===== config.mk =====
export PLATFORM = sky130hd
export DESIGN_NAME = sisp_strap_ind
export DESIGN_NICKNAME = d
export VERILOG_FILES = /design/src/verilog/sisp_pkg.sv /design/src/verilog/sisp_blink.sv /design/src/verilog/sisp_ind_sel.sv /design/src/verilog/sisp_strap_ind.sv
export SDC_FILE = /design/constraint.sdc
export NUM_CORES = 1
export LEC_CHECK = 0
export BUFFER_PORTS_ARGS = -buffer_cell sky130_fd_sc_hd__buf_2
export CAP_MARGIN = 20
export CORE_MARGIN = 2
export CORE_UTILIZATION = 43
export CTS_CLUSTER_SIZE = 24
export DETAILED_ROUTE_END_ITERATION = 8
export GPL_ROUTABILITY_DRIVEN = 0
export HOLD_SLACK_MARGIN = 0.05
export MAX_ROUTING_LAYER = met4
export PLACE_DENSITY = 0.82
export RECOVER_POWER = 25
export SLEW_MARGIN = 10
export SYNTH_ARGS = -nofsm -noshare
export SYNTH_HDL_FRONTEND = slang
export SYNTH_SLANG_ARGS = --single-unit

===== constraint.sdc =====
create_clock -name CLK_SYS -period 2 [get_ports CLK_SYS]
set_input_delay 0.2 -clock CLK_SYS [delete_from_list [all_inputs] [get_ports CLK_SYS]]
set_output_delay 0.2 -clock CLK_SYS [all_outputs]
set_load 0.01 [all_outputs]

===== src/verilog/sisp_pkg.sv =====
package sisp_pkg;

    // ************************************************************
    // Timing
    // ************************************************************
    localparam int unsigned SISP_CLK_HZ = 20000000;
    localparam int unsigned SISP_RST_MIN_US = 50;
    localparam int unsigned SISP_RST_MIN_CYC =
        (SISP_RST_MIN_US * SISP_CLK_HZ + 999999) / 1000000;
    localparam int unsigned SISP_BLINK_MS = 100;
    localparam int unsigned SISP_BLINK_CYC = SISP_BLINK_MS * (SISP_CLK_HZ / 1000);
    localparam int unsigned SISP_RST_CNT_W = 10;

    // ************************************************************
    // Register map (index, byte address is four times the index)
    // ************************************************************
    localparam logic [7:0] SISP_IDX_CTRL = 8'h00;
    localparam logic [7:0] SISP_IDX_INDMODE = 8'h1e;
    localparam logic [7:0] SISP_IDX_STAT = 8'h1f;
    localparam logic [31:0] SISP_ADDR_CTRL = {22'h0, SISP_IDX_CTRL, 2'b00};
    localparam logic [31:0] SISP_ADDR_INDMODE = {22'h0, SISP_IDX_INDMODE, 2'b00};
    localparam logic [31:0] SISP_ADDR_STAT = {22'h0, SISP_IDX_STAT, 2'b00};

    // ************************************************************
    // Field positions and reset values
    // ************************************************************
    localparam int unsigned SISP_CTRL_DUPLEX_BIT = 8;
    localparam int unsigned SISP_CTRL_ANEG_BIT = 12;
    localparam int unsigned SISP_MODE_LSB = 0;
    localparam int unsigned SISP_STAT_PD_BIT = 0;
    localparam int unsigned SISP_STAT_STRAP_OK_BIT = 1;
    localparam int unsigned SISP_STAT_DUP_STRAP_BIT = 2;
    localparam int unsigned SISP_STAT_ANEG_STRAP_BIT = 3;

    typedef enum logic [1:0] {
        SISP_MODE_DUP_COL = 2'h0,
        SISP_MODE_FDX_ACT = 2'h1,
        SISP_MODE_DUP_ACT = 2'h2,
        SISP_MODE_RSVD = 2'h3
    } sisp_mode_t;

    localparam sisp_mode_t SISP_MODE_RST = SISP_MODE_DUP_COL;

    // ************************************************************
    // Carriers
    // ************************************************************
    typedef struct packed {
        logic o;
        logic oe;
    } sisp_pin_t;

    typedef struct packed {
        logic full_duplex;
        logic collision;
        logic activity;
    } sisp_link_t;

    typedef struct packed {
        logic strap_done;
        logic duplex;
        logic autoneg;
        logic dup_strap;
        logic aneg_strap;
        logic strap_ok;
        logic [SISP_RST_CNT_W-1:0] rst_cnt;
        sisp_mode_t mode;
        logic pd;
        logic dup_o;
        logic ca_o;
        logic [31:0] prdata;
    } sisp_state_t;

endpackage


===== src/verilog/sisp_blink.sv =====
`timescale 1ns/1ps
module sisp_blink
    import sisp_pkg::*;
#(
    parameter int unsigned HALF_CYC = SISP_BLINK_CYC
) (
    input wire logic clk, // System clock
    input wire logic reset, // Synchronous reset, high
    output logic phase // Toggle phase for blinking indicators
);
    typedef struct packed {
        logic [31:0] cnt;
        logic phase;
    } sisp_blink_st_t;

    sisp_blink_st_t st_r;
    sisp_blink_st_t st_nxt;

    always_comb begin
        st_nxt = st_r;
        if (reset) begin
            st_nxt = '0;
        end else if (st_r.cnt >= 32'(HALF_CYC - 1)) begin
            st_nxt.cnt = '0;
            st_nxt.phase = ~st_r.phase;
        end else begin
            st_nxt.cnt = st_r.cnt + 32'h1;
        end
    end

    always_ff @(posedge clk) begin
        st_r <= st_nxt;
    end

    assign phase = st_r.phase;

endmodule // sisp_blink


===== src/verilog/sisp_ind_sel.sv =====
`timescale 1ns/1ps
module sisp_ind_sel
    import sisp_pkg::*;
(
    input sisp_mode_t mode, // Indicator mode
    input sisp_link_t link, // Link conditions
    input wire logic blink, // Blink phase
    input wire logic pd, // Power-down active
    output logic dup_on, // Duplex indicator lit
    output logic ca_on // Collision/activity indicator lit
);
    always_comb begin
        dup_on = 1'b0;
        ca_on = 1'b0;
        case (mode)
            SISP_MODE_FDX_ACT: begin
                dup_on = link.collision ? blink : link.full_duplex;
                ca_on = link.activity & blink;
            end
            SISP_MODE_DUP_ACT: begin
                dup_on = link.full_duplex;
                ca_on = link.activity & blink;
            end
            default: begin
                // Reserved code behaves like the default mode
                dup_on = link.full_duplex;
                ca_on = link.collision;
            end
        endcase
        if (pd) begin
            dup_on = 1'b0;
            ca_on = 1'b0;
        end
    end

endmodule // sisp_ind_sel


===== src/verilog/sisp_strap_ind.sv =====
// Decided for this implementation: the APB slave port and the address map.
`timescale 1ns/1ps
// How it works
// - While reset is held the duplex pin is read and its level lands in control bit 8.
// - After reset the duplex pin is an output, driven low to light and high to darken.
// - While reset is held the collision/activity pin is read into control bit 12.
// - After reset the collision/activity pin is an active-low output set by the mode register.
// - A low power-down input enters power-down and a high one runs normally.
// - The dual-use pins are inputs from the second cycle of reset through the first cycle after it, and outputs at all other times.
module sisp_strap_ind
    import sisp_pkg::*;
#(
    parameter int unsigned BLINK_CYC = SISP_BLINK_CYC
) (
    input wire logic CLK_SYS, // System clock, 20 MHz
    input wire logic RESET, // Synchronous reset, high
    input wire logic PSEL, // APB select
    input wire logic PENABLE, // APB enable
    input wire logic PWRITE, // APB direction
    input wire logic [31:0] PADDR, // APB byte address
    input wire logic [31:0] PWDATA, // APB write data
    input wire logic [3:0] PSTRB, // APB byte strobes
    output logic [31:0] PRDATA, // APB read data
    output logic PREADY, // APB ready
    output logic PSLVERR, // APB error on unmapped address
    input wire logic DUPLEX_IND_I, // Duplex pin level
    output sisp_pin_t DUPLEX_IND, // Duplex pin drive and enable
    input wire logic CA_IND_I, // Collision/activity pin level
    output sisp_pin_t CA_IND, // Collision/activity pin drive and enable
    input wire logic POWER_DOWN_N, // Power-down request, low active
    input sisp_link_t LINK, // Link conditions from the core
    output logic CTRL_DUPLEX, // Selected full duplex
    output logic CTRL_AUTONEG, // Auto-negotiation enabled
    output logic POWER_DOWN // Power-down state
);

    // ************************************************************
    // Address decode
    // ************************************************************
    localparam logic [1:0] SEL_NONE = 2'h0;
    localparam logic [1:0] SEL_CTRL = 2'h1;
    localparam logic [1:0] SEL_MODE = 2'h2;
    localparam logic [1:0] SEL_STAT = 2'h3;

    function automatic logic [1:0] decode(input logic [31:0] addr);
        logic [1:0] sel;
        sel = SEL_NONE;
        if (addr == SISP_ADDR_CTRL) begin
            sel = SEL_CTRL;
        end else if (addr == SISP_ADDR_INDMODE) begin
            sel = SEL_MODE;
        end else if (addr == SISP_ADDR_STAT) begin
            sel = SEL_STAT;
        end
        return sel;
    endfunction

    sisp_state_t st_r;
    sisp_state_t st_nxt;
    logic blink;
    logic dup_on;
    logic ca_on;
    logic pd_now;
    logic [1:0] sel;
    logic wr_en;
    logic rd_setup;
    logic [31:0] rd_word;

    assign pd_now = ~POWER_DOWN_N;
    assign sel = decode(PADDR);
    assign wr_en = PSEL & PENABLE & PWRITE & (sel != SEL_NONE);
    assign rd_setup = PSEL & ~PENABLE & ~PWRITE;

    // ************************************************************
    // Blink source and indicator selection
    // ************************************************************
    sisp_blink #(
        .HALF_CYC(BLINK_CYC)
    ) u_blink (
        .clk(CLK_SYS),
        .reset(RESET),
        .phase(blink)
    );

    sisp_ind_sel u_sel (
        .mode(st_r.mode),
        .link(LINK),
        .blink(blink),
        .pd(pd_now),
        .dup_on(dup_on),
        .ca_on(ca_on)
    );

    // ************************************************************
    // Read word assembly
    // ************************************************************
    always_comb begin
        rd_word = '0;
        if (sel == SEL_CTRL) begin
            rd_word[SISP_CTRL_DUPLEX_BIT] = st_r.duplex;
            rd_word[SISP_CTRL_ANEG_BIT] = st_r.autoneg;
        end else if (sel == SEL_MODE) begin
            rd_word[SISP_MODE_LSB +: 2] = st_r.mode;
        end else if (sel == SEL_STAT) begin
            rd_word[SISP_STAT_PD_BIT] = st_r.pd;
            rd_word[SISP_STAT_STRAP_OK_BIT] = st_r.strap_ok;
            rd_word[SISP_STAT_DUP_STRAP_BIT] = st_r.dup_strap;
            rd_word[SISP_STAT_ANEG_STRAP_BIT] = st_r.aneg_strap;
        end
    end

    // ************************************************************
    // Next state
    // ************************************************************
    always_comb begin
        st_nxt = st_r;
        if (RESET) begin
            st_nxt = '0;
            st_nxt.mode = SISP_MODE_RST;
            st_nxt.dup_o = 1'b1;
            st_nxt.ca_o = 1'b1;
            // Pins float as inputs at their strap resistor levels; the last reset cycle wins
            st_nxt.duplex = DUPLEX_IND_I;
            st_nxt.dup_strap = DUPLEX_IND_I;
            st_nxt.autoneg = CA_IND_I;
            st_nxt.aneg_strap = CA_IND_I;
            // First reset edge after running, or after power-up, restarts the count
            if (!st_r.strap_done) begin
                if (st_r.rst_cnt != {SISP_RST_CNT_W{1'b1}}) begin
                    st_nxt.rst_cnt = st_r.rst_cnt + 1'b1;
                end else begin
                    st_nxt.rst_cnt = st_r.rst_cnt;
                end
            end else begin
                st_nxt.rst_cnt = SISP_RST_CNT_W'(1);
            end
        end else begin
            st_nxt.strap_done = 1'b1;
            if (!st_r.strap_done) begin
                // Flags whether reset was long enough for a clean strap
                st_nxt.strap_ok = (st_r.rst_cnt >= SISP_RST_CNT_W'(SISP_RST_MIN_CYC));
                st_nxt.rst_cnt = '0;
            end
            st_nxt.pd = pd_now;
            st_nxt.dup_o = ~dup_on;
            st_nxt.ca_o = ~ca_on;
            if (rd_setup) begin
                st_nxt.prdata = rd_word;
            end
            if (wr_en && sel == SEL_CTRL && PSTRB[1]) begin
                st_nxt.duplex = PWDATA[SISP_CTRL_DUPLEX_BIT];
                st_nxt.autoneg = PWDATA[SISP_CTRL_ANEG_BIT];
            end
            if (wr_en && sel == SEL_MODE && PSTRB[0]) begin
                st_nxt.mode = sisp_mode_t'(PWDATA[SISP_MODE_LSB +: 2]);
            end
        end
    end

    always_ff @(posedge CLK_SYS) begin
        st_r <= st_nxt;
    end

    // ************************************************************
    // Outputs
    // ************************************************************
    assign PREADY = 1'b1;
    assign PSLVERR = PSEL & PENABLE & (sel == SEL_NONE);
    assign PRDATA = st_r.prdata;
    assign DUPLEX_IND.o = st_r.dup_o;
    assign DUPLEX_IND.oe = st_r.strap_done;
    assign CA_IND.o = st_r.ca_o;
    assign CA_IND.oe = st_r.strap_done;
    assign CTRL_DUPLEX = st_r.duplex;
    assign CTRL_AUTONEG = st_r.autoneg;
    assign POWER_DOWN = st_r.pd;

    // ************************************************************
    // Checks
    // ************************************************************
    a_duplex_strap: assert property (@(posedge CLK_SYS)
        $fell(RESET) |-> (CTRL_DUPLEX == $past(DUPLEX_IND_I)))
        else $error("duplex strap not latched");

    a_autoneg_strap: assert property (@(posedge CLK_SYS)
        $fell(RESET) |-> (CTRL_AUTONEG == $past(CA_IND_I)))
        else $error("auto-negotiation strap not latched");

    a_pin_input_reset: assert property (@(posedge CLK_SYS)
        $past(RESET) |-> (!DUPLEX_IND.oe && !CA_IND.oe))
        else $error("indicator pin driven during reset");

    a_pin_output_run: assert property (@(posedge CLK_SYS)
        (!RESET && !$past(RESET) && !$past(RESET, 2)) |-> (DUPLEX_IND.oe && CA_IND.oe))
        else $error("indicator pin not driven after reset");

    a_pd_follows: assert property (@(posedge CLK_SYS) disable iff (RESET)
        (!POWER_DOWN_N ##1 !RESET) |-> POWER_DOWN)
        else $error("power-down not entered");

    a_pd_dark: assert property (@(posedge CLK_SYS) disable iff (RESET)
        (POWER_DOWN && $past(!RESET)) |-> (DUPLEX_IND.o && CA_IND.o))
        else $error("indicator lit in power-down");

    a_mode0_duplex: assert property (@(posedge CLK_SYS) disable iff (RESET)
        ($past(!RESET) && $past(st_r.mode) == SISP_MODE_DUP_COL && $past(POWER_DOWN_N))
        |-> (DUPLEX_IND.o == !$past(LINK.full_duplex)))
        else $error("duplex indicator wrong in mode 00");

    a_mode0_coll: assert property (@(posedge CLK_SYS) disable iff (RESET)
        ($past(!RESET) && $past(st_r.mode) == SISP_MODE_DUP_COL && $past(POWER_DOWN_N))
        |-> (CA_IND.o == !$past(LINK.collision)))
        else $error("collision indicator wrong in mode 00");

    a_act_idle_dark: assert property (@(posedge CLK_SYS) disable iff (RESET)
        ($past(!RESET) && $past(st_r.mode) == SISP_MODE_DUP_ACT && !$past(LINK.activity))
        |-> CA_IND.o)
        else $error("activity indicator lit without activity");

    a_mode_write: assert property (@(posedge CLK_SYS) disable iff (RESET)
        (PSEL && PENABLE && PWRITE && PADDR == SISP_ADDR_INDMODE && PSTRB[0])
        |=> (st_r.mode == $past(PWDATA[1:0])))
        else $error("indicator mode not written");

    a_strap_ok: assert property (@(posedge CLK_SYS)
        ($fell(RESET) ##1 1'b1) |-> (st_r.strap_ok ==
            ($past(st_r.rst_cnt) >= SISP_RST_CNT_W'(SISP_RST_MIN_CYC))))
        else $error("reset length flag wrong");

    a_mode1_dup_blink: assert property (@(posedge CLK_SYS) disable iff (RESET)
        ($past(!RESET) && $past(st_r.mode) == SISP_MODE_FDX_ACT && $past(POWER_DOWN_N)
        && $past(LINK.collision)) |-> (DUPLEX_IND.o == !$past(blink)))
        else $error("duplex indicator not toggling on collision");

    a_act_blink: assert property (@(posedge CLK_SYS) disable iff (RESET)
        ($past(!RESET) && $past(st_r.mode) != SISP_MODE_DUP_COL
        && $past(st_r.mode) != SISP_MODE_RSVD && $past(POWER_DOWN_N)
        && $past(LINK.activity)) |-> (CA_IND.o == !$past(blink)))
        else $error("activity indicator not toggling");

    a_mode2_duplex: assert property (@(posedge CLK_SYS) disable iff (RESET)
        ($past(!RESET) && $past(st_r.mode) == SISP_MODE_DUP_ACT && $past(POWER_DOWN_N))
        |-> (DUPLEX_IND.o == !$past(LINK.full_duplex)))
        else $error("duplex indicator wrong in mode 10");

    a_ctrl_stable: assert property (@(posedge CLK_SYS) disable iff (RESET)
        !(PSEL && PENABLE && PWRITE && PADDR == SISP_ADDR_CTRL && PSTRB[1])
        |=> ($stable(CTRL_DUPLEX) && $stable(CTRL_AUTONEG)))
        else $error("control bits changed without a write");

    a_unmapped_err: assert property (@(posedge CLK_SYS) disable iff (RESET)
        (PSEL && PENABLE && decode(PADDR) == SEL_NONE) |-> PSLVERR)
        else $error("unmapped access not flagged");

endmodule // sisp_strap_ind

=== Yosys cells after proc, flatten, opt, wreduce, memory -nomap -nowiden ===
Index checks and enable logic that the tools add are counted.

* Logic and storage cells: 74
* Output and inout bits: 41
* Register bits: 60

* Reductions and logical operators: 11
* Bitwise operators: 13
* $lt $le $gt $ge: 2
* Multiplexer cells: 22
* Add/sub/neg operators: 2
* Equality and inequality tests: 10

{| class="wikitable"
|+ Operators with widths
! cell !! count
|-
| $eq A32 B7 Y1 const B || 2
|-
| $mux W47 || 1
|-
| $add A32 B1 Y32 const B || 1
|-
| $ge A32 B21 Y1 const B || 1
|-
| $logic_not A32 Y1 || 1
|-
| $mux W10 || 3
|-
| $mux W2 || 7
|-
| $mux W13 || 1
|-
| $add A10 B1 Y10 const B || 1
|-
| $ge A10 B10 Y1 const B || 1
|-
| $ne A10 B10 Y1 const B || 1
|-
| $mux W4 || 2
|-
| $and A1 B1 Y1 || 7
|-
| $mux W1 || 7
|-
| $eq A2 B2 Y1 const B || 3
|-
| $not A1 Y1 || 6
|-
| $eq A2 B1 Y1 const B || 2
|-
| $logic_and A1 B1 Y1 || 4
|-
| $reduce_bool A2 Y1 || 2
|-
| $reduce_or A2 Y1 || 2
|-
| $mux W3 || 1
|-
| $ne A3 B1 Y1 const B || 1
|-
| $logic_not A2 Y1 || 1
|-
| $ne A2 B2 Y1 const B || 1
|-
| $reduce_and A2 Y1 || 1
|}

=== Longest topological paths before layout ===
Gate-level depths: netlist (run 1).

* Depth in word-level cells: 10
* Depth in mapped cells: 6

=== By module ===
A second synthesis (run 1) with hierarchy kept.

* Cell total of the unflattened synthesis: 294
* Area, all modules: 2,874.0 µm²

{| class="wikitable"
|+ By module, submodules not included
! module !! cells an instance !! seq. area each (µm²) !! times used !! area an instance (µm²)
|-
| sisp_strap_ind || 158 || 680.7 || 1 || 1,569.0
|-
| sisp_blink || 128 || 660.6 || 1 || 1,248.7
|-
| sisp_ind_sel || 8 || 0.0 || 1 || 56.3
|}

=== Worst setup path after synthesis (run 1) ===
No wires, ideal clock.

* Kind: flip-flop to flip-flop
* Start point: register st_r[37] (netlist name)
* End point: register st_r[37] (netlist name), enable pin
* Buffers on the path: 0
* Stages on the path, launching flop included: 6
* Setup time: 0.380 ns
* Required time: 1.620 ns
* Arrival time: 1.480 ns
* Period minus slack after synthesis: 1.860 ns
* Path slack: 0.140 ns
* Cell sequence: edfxtp_1 -> ha_1 -> and2_1 -> nand4_1 -> nor2_1 -> a21oi_1

* Word-level cells in the longest chain between the ends: 3

{| class="wikitable"
|+ RTL lines
! item !! RTL line !! RTL
|-
| from (decl) || sisp_strap_ind.sv:58 || <nowiki>sisp_state_t st_r;</nowiki>
|-
| from (signal assigned) || sisp_strap_ind.sv:161 || <nowiki>st_r <= st_nxt;</nowiki>
|-
| $ne A10 B10 Y1 || sisp_strap_ind.sv:129 || <nowiki>if (st_r.rst_cnt != {SISP_RST_CNT_W{1'b1}}) begin</nowiki>
|-
| $ne A3 B1 Y1 (no line) || n/a ||
|-
| $reduce_and A2 Y1 (no line) || n/a ||
|}

No other way between the ends.
A chain may end at the register's enable or synchronous reset.

=== Final worst setup path (run 1) ===
* Start point: register u_blink.st_r[14] (netlist name)
* End point: register u_blink.st_r[16] (netlist name)

* Word-level cells in the longest chain between the ends: 2
* Elaborated cells on any way between the ends: 3
* Classes of those cells: add/sub: 1; order compare: 1; reduce/logical: 1

{| class="wikitable"
|+ RTL lines
! item !! RTL line !! RTL
|-
| from (decl) || sisp_blink.sv:16 || <nowiki>sisp_blink_st_t st_r;</nowiki>
|-
| from (signal assigned) || sisp_blink.sv:32 || <nowiki>st_r <= st_nxt;</nowiki>
|-
| $ge A32 B21 Y1 || sisp_blink.sv:23 || <nowiki>end else if (st_r.cnt >= 32'(HALF_CYC - 1)) begin</nowiki>
|-
| $reduce_or A2 Y1 (no line) || n/a ||
|}

Several ways; a longest one is shown, not always the timed one.

==> flow_summary.toml, run 1 <==
[clocking]
clock-sinks = 60
insertion_delay_ns = 0.34
cts_tree = "yes"
clk_pin_slew_worst_paths_ns = 0.07
cts_buffers = 9
cts_root_buf = "clkbuf_8"
cts_max_level = 3
clock_path_buffers = 2

[pwr]
combPwrFrac_pct = 5.9
power.share.sequential_pct = 48.5
power.density_nw_per_um2 = 804.3
peakVddDrop_mv = 0.4068
internal-power_mw = 2.082
clkPwrFrac_pct = 45.6
p_leak_nw = 1.334
p_sw_uw = 609.7
netSwitchingFraction_pct = 22.65

[timing]
setup_tns_ns = 0
period_share_pct = 87.25
tightest_slew_ns = 0.6763
max_freq_mhz = 573.1
setup_violations = 0
final_max_slew_viol_count = 0
rsz0062_at_grt = "false"
fin_skew_ns = 0.007281
period_needed_ns = 1.745
hold_violations = 0
slew_headroom_pct = 54.91
setup_slack_ns = 0.2550

[floorplan]
io_pins = 120
die_area_um2 = 7308
start_util_pct = 44.71
core_region_area_um2 = 6386
die_y_um = 85.49
dieWidth_um = 85.49
rows = 29

[run_status]
status = "finished clean"

[placed_design]
placed_cells = 441
io_buffers = 62
place_ws_ns = 0.1716
hpwl_um = 4305

[cells_and_area]
instances_no_fill = 459
nets = 460
drive_gt1_share_pct = 21.20
antennaDiodeCount = 0
num-fill-cells = 588
final_cell_mix = "buf_2 (50), dfxtp_1 (46), nor2_1 (40)"
final_common_cell = "buf_2"
syn2layout_area_growth_pct = 17.22

[job]
maxCapViolations = 0

[yosys]
ys_ff_latch = 60
synth.top_cell.area_share_pct = 32.25
synth_area_leaders = "dfxtp_1 (32%), edfxtp_1 (15%), buf_4 (9.7%)"
ys_dominant_reg_cell = "dfxtp_1"
ys_async_sr_fraction_pct = 0
synth-seq-area-share_pct = 46.98
synth_top_area_cell = "dfxtp_1"
syn_inst = 303
syn_area_um2 = 2855
ys_warn_count = 0
avgSynthCellArea_um2 = 9.423
ys_types = 40
synth_edf_count = 14

[critical_path]
cp-start-kind = "register"
endpoint_kind = "register"
crit_path_max_fanout = 8
cp.required_ns = 2.27
rr_worst_depth = 6
path_class = "reg2reg"
worstPathArrival_ns = 2.01

[grt]
grt_max_degree = 15
antenna_found_initial = 0
grt_pass1_vias = 2175
overflow = 0
grt_usage_pct = 16.88
grt_first_pass_wirelength_um = 9259

[min_path]
worstHoldPathCells = 1
hold_class = "in2reg"

[routing]
drtIter0Drc = 117
drtPass1Iterations = 4
viasPerCell = 5.000
via_count = 2295
postRouteWirelength_um = 5799
drc_errors = 0
wl_per_cell_um = 12.63
antenna_left = 0
stage by stage:
| stage | hold WS, ns | utilization [%] | total power, mW | instance area, µm² |
|---|---|---|---|---|
| 2_1_floorplan | 0.2667 | - | 1.449 | 2990 |
| 3_3_place_gp | 0.3853 | 48.90 | 1.483 | 3123 |
| 3_5_place_dp | 0.3969 | 48.90 | 1.490 | 3123 |
| 4_1_cts | 0.05598 | 52.70 | 2.706 | 3366 |
| 5_1_grt | 0.08590 | 52.41 | 2.793 | 3347 |
| 6_report | 0.09087 | 52.41 | 2.692 | 3347 |
layout make-up:
class	count	area (µm²)	area share, %
Sequential cell	60	1341	40.07
Multi-Input combinational cell	229	1308	39.07
Timing Repair Buffer	69	349.1	10.43
Clock buffer	10	137.6	4.112
Tap cell	77	96.34	2.879
Clock inverter	6	85.08	2.542
Inverter	8	30.03	0.8972
kinds of logic (layout without fill, tap and decap cells):
kind of cell / count (synthesis) / in the layout / share of synthesized area [%]
AO/OA/AOI/OAI: 24 / 24 / 5.478
XOR/XNOR: 24 / 24 / 7.362
adder cells (fa/ha/maj): 4 / 4 / 1.753
buffers and inverters: 50 / 93 / 11.96
flip-flops: 60 / 60 / 46.98
multiplexers: 5 / 5 / 1.884
other: 2 / 38 / 0.2630
AND/OR/NAND/NOR: 134 / 134 / 24.32
worst max-delay path, stage by stage (launching register included):
cell and delay, ns:
dfxtp_1 0.36, o41ai_1 0.42, nand2b_1 0.10, a21oi_1 0.28, nand3_2 0.16, buf_4 0.21, nor2_1 0.13
Yosys cell counts (2+ instances only):
cell type and instances:
xor2_1 17, and2_1 2, and3_1 5, clkbuf_1 3
a21oi_1 12, conb_1 2, nor4_1 9, nor4_2 2
nor2_2 2, buf_6 2, and4_1 4, ha_1 4
nand2_1 24, nor3_1 6, nand2b_1 2, dfxtp_1 46
mux2i_1 2, nand3_1 19, edfxtp_1 14, xnor2_1 7
inv_1 8, buf_4 37, mux2_2 3, o21ai_0 6
or3_1 3, nand4_1 9, nor2_1 40
state kept, by name, summed over array words and instances (netlist names):
| register | count |
|---|---|
| st_r | 15 |
| PRDATA | 6 |
| CTRL_AUTONEG | 1 |
| u_blink.st_r | 32 |
| u_blink.phase | 1 |
| CTRL_DUPLEX | 1 |
| DUPLEX_IND | 1 |
| POWER_DOWN | 1 |
| CA_IND | 2 |
per-layer routing:
metal  vias up  wire [µm]  global-route usage (%)
li1       1120          -                       -
met3        15        462                   3.891
met5         -          0                       -
met1      1051       2222                   17.75
met4         0        136                   10.39
met2       109       2977                   28.55
path summary, 6_finish.rpt:
kind	from	endpoint	slack, ns
max	u_blink.st_r[14]	u_blink.st_r[16]	0.26
min	DUPLEX_IND_I	st_r[49]	0.09
max reg2reg	u_blink.st_r[14]	u_blink.st_r[16]	0.26
min reg2reg	PRDATA[0]	PRDATA[0]	0.46
power by group through the flow:
| stage | combinational (mW) | sequential [mW] | clock, mW |
|---|---|---|---|
| 2_1_floorplan | 0.121 | 1.33 | 0 |
| 6_report | 0.159 | 1.31 | 1.23 |
| 5_1_grt | 0.179 | 1.31 | 1.30 |
| 4_1_cts | 0.162 | 1.31 | 1.24 |
| 3_3_place_gp | 0.154 | 1.33 | 0 |
| 3_5_place_dp | 0.157 | 1.33 | 0 |
timing repair:
item | in CTS | in global routing
hold endpoints to repair | 2 | 0
hold buffers | 2 | 0
buffers inserted | 0 | 0
gates resized for setup | 0 | 0
No activity file was read; power rests on OpenSTA's default activity.
==> inputs of run 2 (changes only) <==
BUFFER_PORTS_ARGS = -buffer_cell sky130_fd_sc_hd__clkbuf_2   (was -buffer_cell sky130_fd_sc_hd__buf_2)
==> run 2 against run 1 <==
Net effect:
- sequential power barely moved
- global-route usage shrank 1.1 points
- hold slack better by 0.016 ns
- power decreased by 7.3%
- largest power group unchanged
- highest routed layer unchanged
==> flow_summary.toml, run 2 (synthesis results as in run 1) <==
[critical_path]
cp_slowest_stage_delay_ns = 0.39
endpoint_kind = "register"
path_class = "reg2reg"
crit_chain = "o41ai_1, nand2b_1, a21oi_1, nand3_2, buf_4, nor2_1"
crit_path_max_fanout = 8
crit_slowest_cell = "o41ai_1"
path_delay_family = "compound AO/OA/AOI/OAI gates"
crit_path_start = "u_blink.st_r[14]"
crit_buf_inv = 1
cp.required_ns = 2.25
cp-start-kind = "register"
r2r_start = "u_blink.st_r[14]"
worstPathArrival_ns = 1.95

[routing]
viasPerCell = 4.880
via_count = 2245
drtPass1Iterations = 4
wl_per_cell_um = 11.97
antenna_left = 0
drtIter0Drc = 102
postRouteWirelength_um = 5507
drc_errors = 0

[clocking]
clk_pin_slew_worst_paths_ns = 0.07
cts_hold_buffers = 2
clock-sinks = 60
cts_tree = "yes"
cts_setup_buffers = 0
ctsResizeCount = 0
cts_root_buf = "clkbuf_8"
insertion_delay_ns = 0.33
cts_buffers = 9
cts_max_level = 3
clock_path_buffers = 2

[cells_and_area]
largest_register_ffs = 32
fin_util_pct = 52.12
instances_no_fill = 460
final_cell_mix = "clkbuf_2 (50), dfxtp_1 (46), nor2_1 (40)"
drive_gt1_share_pct = 21.15
final_common_cell = "clkbuf_2"
nets = 461
antennaDiodeCount = 0
num-fill-cells = 574
syn2layout_area_growth_pct = 16.56
regMostFlops = "u_blink.st_r"

[timing]
max_freq_mhz = 588.1
period_needed_ns = 1.700
hold_violations = 0
period_share_pct = 85.02
rsz0062_at_grt = "false"
final_max_slew_viol_count = 0
setup_violations = 0
tightest_slew_ns = 0.6925
slew_headroom_pct = 53.83
holdWs_ns = 0.1068
setup_tns_ns = 0
fin_skew_ns = 0.008644

[pwr]
p_leak_nw = 1.341
peakVddDrop_mv = 0.4099
power.density_nw_per_um2 = 749.6
total_power_mw = 2.495

[grt]
grt_max_degree = 15
top_usage_layer = "met2"
use_met1_pct = 16.60
grt_first_pass_wirelength_um = 8700
grt_pass1_vias = 2087
grtUsageMet2_pct = 27.49
met3_usage_pct = 3.599
overflow = 0
grt_usage_pct = 15.81
antenna_found_initial = 0

[min_path]
hp-start = "DUPLEX_IND_I"
hold_class = "in2reg"

[placed_design]
hpwl_um = 4235
io_buffers = 62
placed_cells = 442

[floorplan]
die_area_um2 = 7308
io_pins = 120
dieWidth_um = 85.49
rows = 29
start_util_pct = 44.71
die_y_um = 85.49
core_region_area_um2 = 6386

[job]
maxCapViolations = 0

[run_status]
status = "finished clean"
## run 2: cell type report
cell class | instances | area (µm²) | area share (%)
clock inverter | 3 | 16.27 | 0.4887
timing repair buffer | 70 | 356.6 | 10.71
tap | 77 | 96.34 | 2.895
inverter | 8 | 30.03 | 0.9023
sequential | 60 | 1341 | 40.30
clock buffer | 13 | 180.2 | 5.414
multi-input combinational | 229 | 1308 | 39.29
## run 2: metal layers
layer	share of wire, %	wire (µm)
met4	1.3	72
met3	7.5	411
met2	51	2791
met5	0	0
met1	41	2232
## run 2: where the power goes
group | internal [mW] | switching [mW] | leakage [nW]
registers | 1.28 | 0.0246 | 0.525
logic | 0.0677 | 0.0902 | 0.711
clock network | 0.590 | 0.441 | 0.105
total | 1.94 | 0.556 | 1.34
## run 2: stage by stage
step | instance area (µm²) | worst slack, ns
4_1_cts | 3347 | 0.3036
5_1_grt | 3328 | 0.1365
3_3_place_gp | 3131 | 0.2447
2_1_floorplan | 2990 | 0.1398
6_report | 3328 | 0.2995
3_5_place_dp | 3131 | 0.2118
## run 2: final timing paths
check	to	slack [ns]	depth (start not counted)
max	u_blink.st_r[15]	0.30	6
min	st_r[49]	0.11	1
max reg2reg	u_blink.st_r[15]	0.30	6
min reg2reg	PRDATA[2]	0.45	2
==> inputs of run 3 (changes only) <==
CORE_UTILIZATION = 40   (was 43)
PLACE_DENSITY = 0.77   (was 0.82)
SYNTH_HIERARCHICAL = 1   (was not set)
==> run 3 against run 2 <==
Net effect:
- critical path depth unchanged
- sequential power about the same
- synthesized area increased by 0.66%
==> flow_summary.toml, run 3 <==
[critical_path]
cp_slowest_stage_delay_ns = 0.56
worstPathArrival_ns = 1.98
cp_common_cell = "nor2_2"
cp_num_cells = 6
path_delay_family = "simple AND/OR/NAND/NOR gates"
path_class = "reg2reg"
crit_slowest_cell = "or4_4"
crit_path_max_fanout = 4
crit_buf_inv = 0
cp.required_ns = 2.22
endpoint_kind = "register"
crit_chain = "ha_1, nand4_1, or4_4, nor2_2, xnor2_1, nor2_2"
rr_worst_depth = 6
cp-start-kind = "register"

[grt]
use_met1_pct = 17.02
top_usage_layer = "met2"
grt_max_degree = 22
overflow = 0
grtUsageMet2_pct = 23.61
grt_pass1_vias = 1970
grt_usage_pct = 14.48
antenna_found_initial = 0
grt_first_pass_wirelength_um = 8431
met3_usage_pct = 5.037

[routing]
drc_errors = 0
antenna_left = 0
drtPass1Iterations = 4
viasPerCell = 4.546
via_count = 2155
wl_per_cell_um = 11.43
postRouteWirelength_um = 5416
drtIter0Drc = 87

[timing]
period_share_pct = 87.63
slew_headroom_pct = 59.31
period_needed_ns = 1.753
max_freq_mhz = 570.6
tightest_slew_ns = 0.6103
setup_slack_ns = 0.2474
hold_violations = 0
setup_tns_ns = 0
fin_skew_ns = 0.006487
final_max_slew_viol_count = 0
setup_violations = 0
rsz0062_at_grt = "false"

[cells_and_area]
final_cell_mix = "clkbuf_2 (49), dfxtp_1 (46), conb_1 (38)"
largest_register_ffs = 32
nets = 456
drive_gt1_share_pct = 24.34
antennaDiodeCount = 0
fin_area_um2 = 3391
final_common_cell = "clkbuf_2"
regMostFlops = "u_blink/st_r"
syn2layout_area_growth_pct = 17.98

[floorplan]
io_pins = 120
die_y_um = 88.77
core_region_area_um2 = 6869
rows = 30
start_util_pct = 41.84
dieWidth_um = 88.77
die_area_um2 = 7879

[clocking]
cts_setup_buffers = 0
cts_root_buf = "clkbuf_8"
clock_path_buffers = 2
cts_buffers = 9
clock-sinks = 60
insertion_delay_ns = 0.33
cts_max_level = 3
cts_tree = "yes"
clk_pin_slew_worst_paths_ns = 0.07

[min_path]
hold_class = "in2reg"
worstHoldPathCells = 2

[yosys]
synth.top_cell.area_share_pct = 32.04
synth_edf_count = 14
ys_ff_latch = 60
ys_top_cells_by_count = "dfxtp_1 (46), buf_4 (38), nor2_1 (36)"
synth-seq-area-share_pct = 46.67
avgSynthCellArea_um2 = 9.776
ys_dominant_reg_cell = "dfxtp_1"
syn_inst = 294
ys_types = 46
syn_area_um2 = 2874
ys_async_sr_fraction_pct = 0
synth.most_common_cell = "dfxtp_1"
ys_warn_count = 6
synth_area_leaders = "dfxtp_1 (32%), edfxtp_1 (15%), buf_4 (9.9%)"
synth_top_area_cell = "dfxtp_1"

[placed_design]
io_buffers = 62
hpwl_um = 4161
dpl-instance-area_um2 = 3208
place_ws_ns = 0.03806

[pwr]
peakVddDrop_mv = 0.4718
power.density_nw_per_um2 = 731.8
p_leak_nw = 1.386

[run_status]
status = "finished clean"

[job]
maxCapViolations = 0
-- run 3: timing repair --
| action | 4_1_cts | 5_1_grt |
|---|---|---|
| gates resized for setup | 0 | 1 |
| setup endpoints to repair | 0 | 10 |
| hold buffers | 2 | 0 |
| endpoints found under the hold margin | 2 | 0 |
-- run 3: area by class of cell --
| type | instances | area, µm² |
|---|---|---|
| sequential | 60 | 1341 |
| timing repair buffer | 73 | 374.1 |
| clock inverter | 6 | 55.05 |
| inverter | 11 | 41.29 |
| clock buffer | 10 | 127.6 |
| fill | 631 | 3478 |
| tap | 96 | 120.1 |
| multi-input combinational | 218 | 1331 |
-- run 3: power by group --
part / switching (mW) / internal [mW]
clock network: 0.443 / 0.562
registers: 0.0217 / 1.28
logic: 0.0987 / 0.0746
total: 0.564 / 1.92
-- run 3: per-stage QoR --
stage                     util, %  hold slack (ns)  power [mW]  std cells
after floorplan                 -           0.2667       1.453        329
after global placement      46.70           0.4018       1.499        456
after detailed placement    46.70           0.4017       1.504        456
after CTS                   49.65          0.05743       2.518        474
after global routing        49.36          0.06105       2.591        474
final                       49.36          0.07905       2.481        474
-- run 3: cells by family (layout without fill, tap and decap cells) --
kind of cell,count (synthesis),count (layout),synth area share [%]
AO/OA/AOI/OAI,22,22,5.660
XOR/XNOR,26,26,7.923
adder cells (fa/ha/maj),4,4,1.741
buffers and inverters,51,100,11.71
flip-flops,60,60,46.67
multiplexers,6,6,2.264
other,3,38,0.3918
AND/OR/NAND/NOR,122,122,23.64
-- run 3: metal layers --
| layer | vias up | wire length, µm |
|---|---|---|
| met3 | 5 | 406 |
| li1 | 1106 | - |
| met4 | 0 | 33 |
| met5 | - | 0 |
| met1 | 963 | 2398 |
| met2 | 81 | 2577 |
-- run 3: final timing paths --
path	startpoint	end	slack, ns
max reg2reg	u_blink/st_r[1]	u_blink/st_r[19]	0.25
min reg2reg	u_blink/st_r[1]	u_blink/st_r[1]	0.46
max	u_blink/st_r[1]	u_blink/st_r[19]	0.25
min	POWER_DOWN_N	POWER_DOWN	0.08
-- run 3: worst reg2reg max path, cell delays in order, from the launching register on --
cell	delay (ns)
dfxtp_1	0.36
ha_1	0.21
nand4_1	0.17
or4_4	0.56
nor2_2	0.16
xnor2_1	0.14
nor2_2	0.04
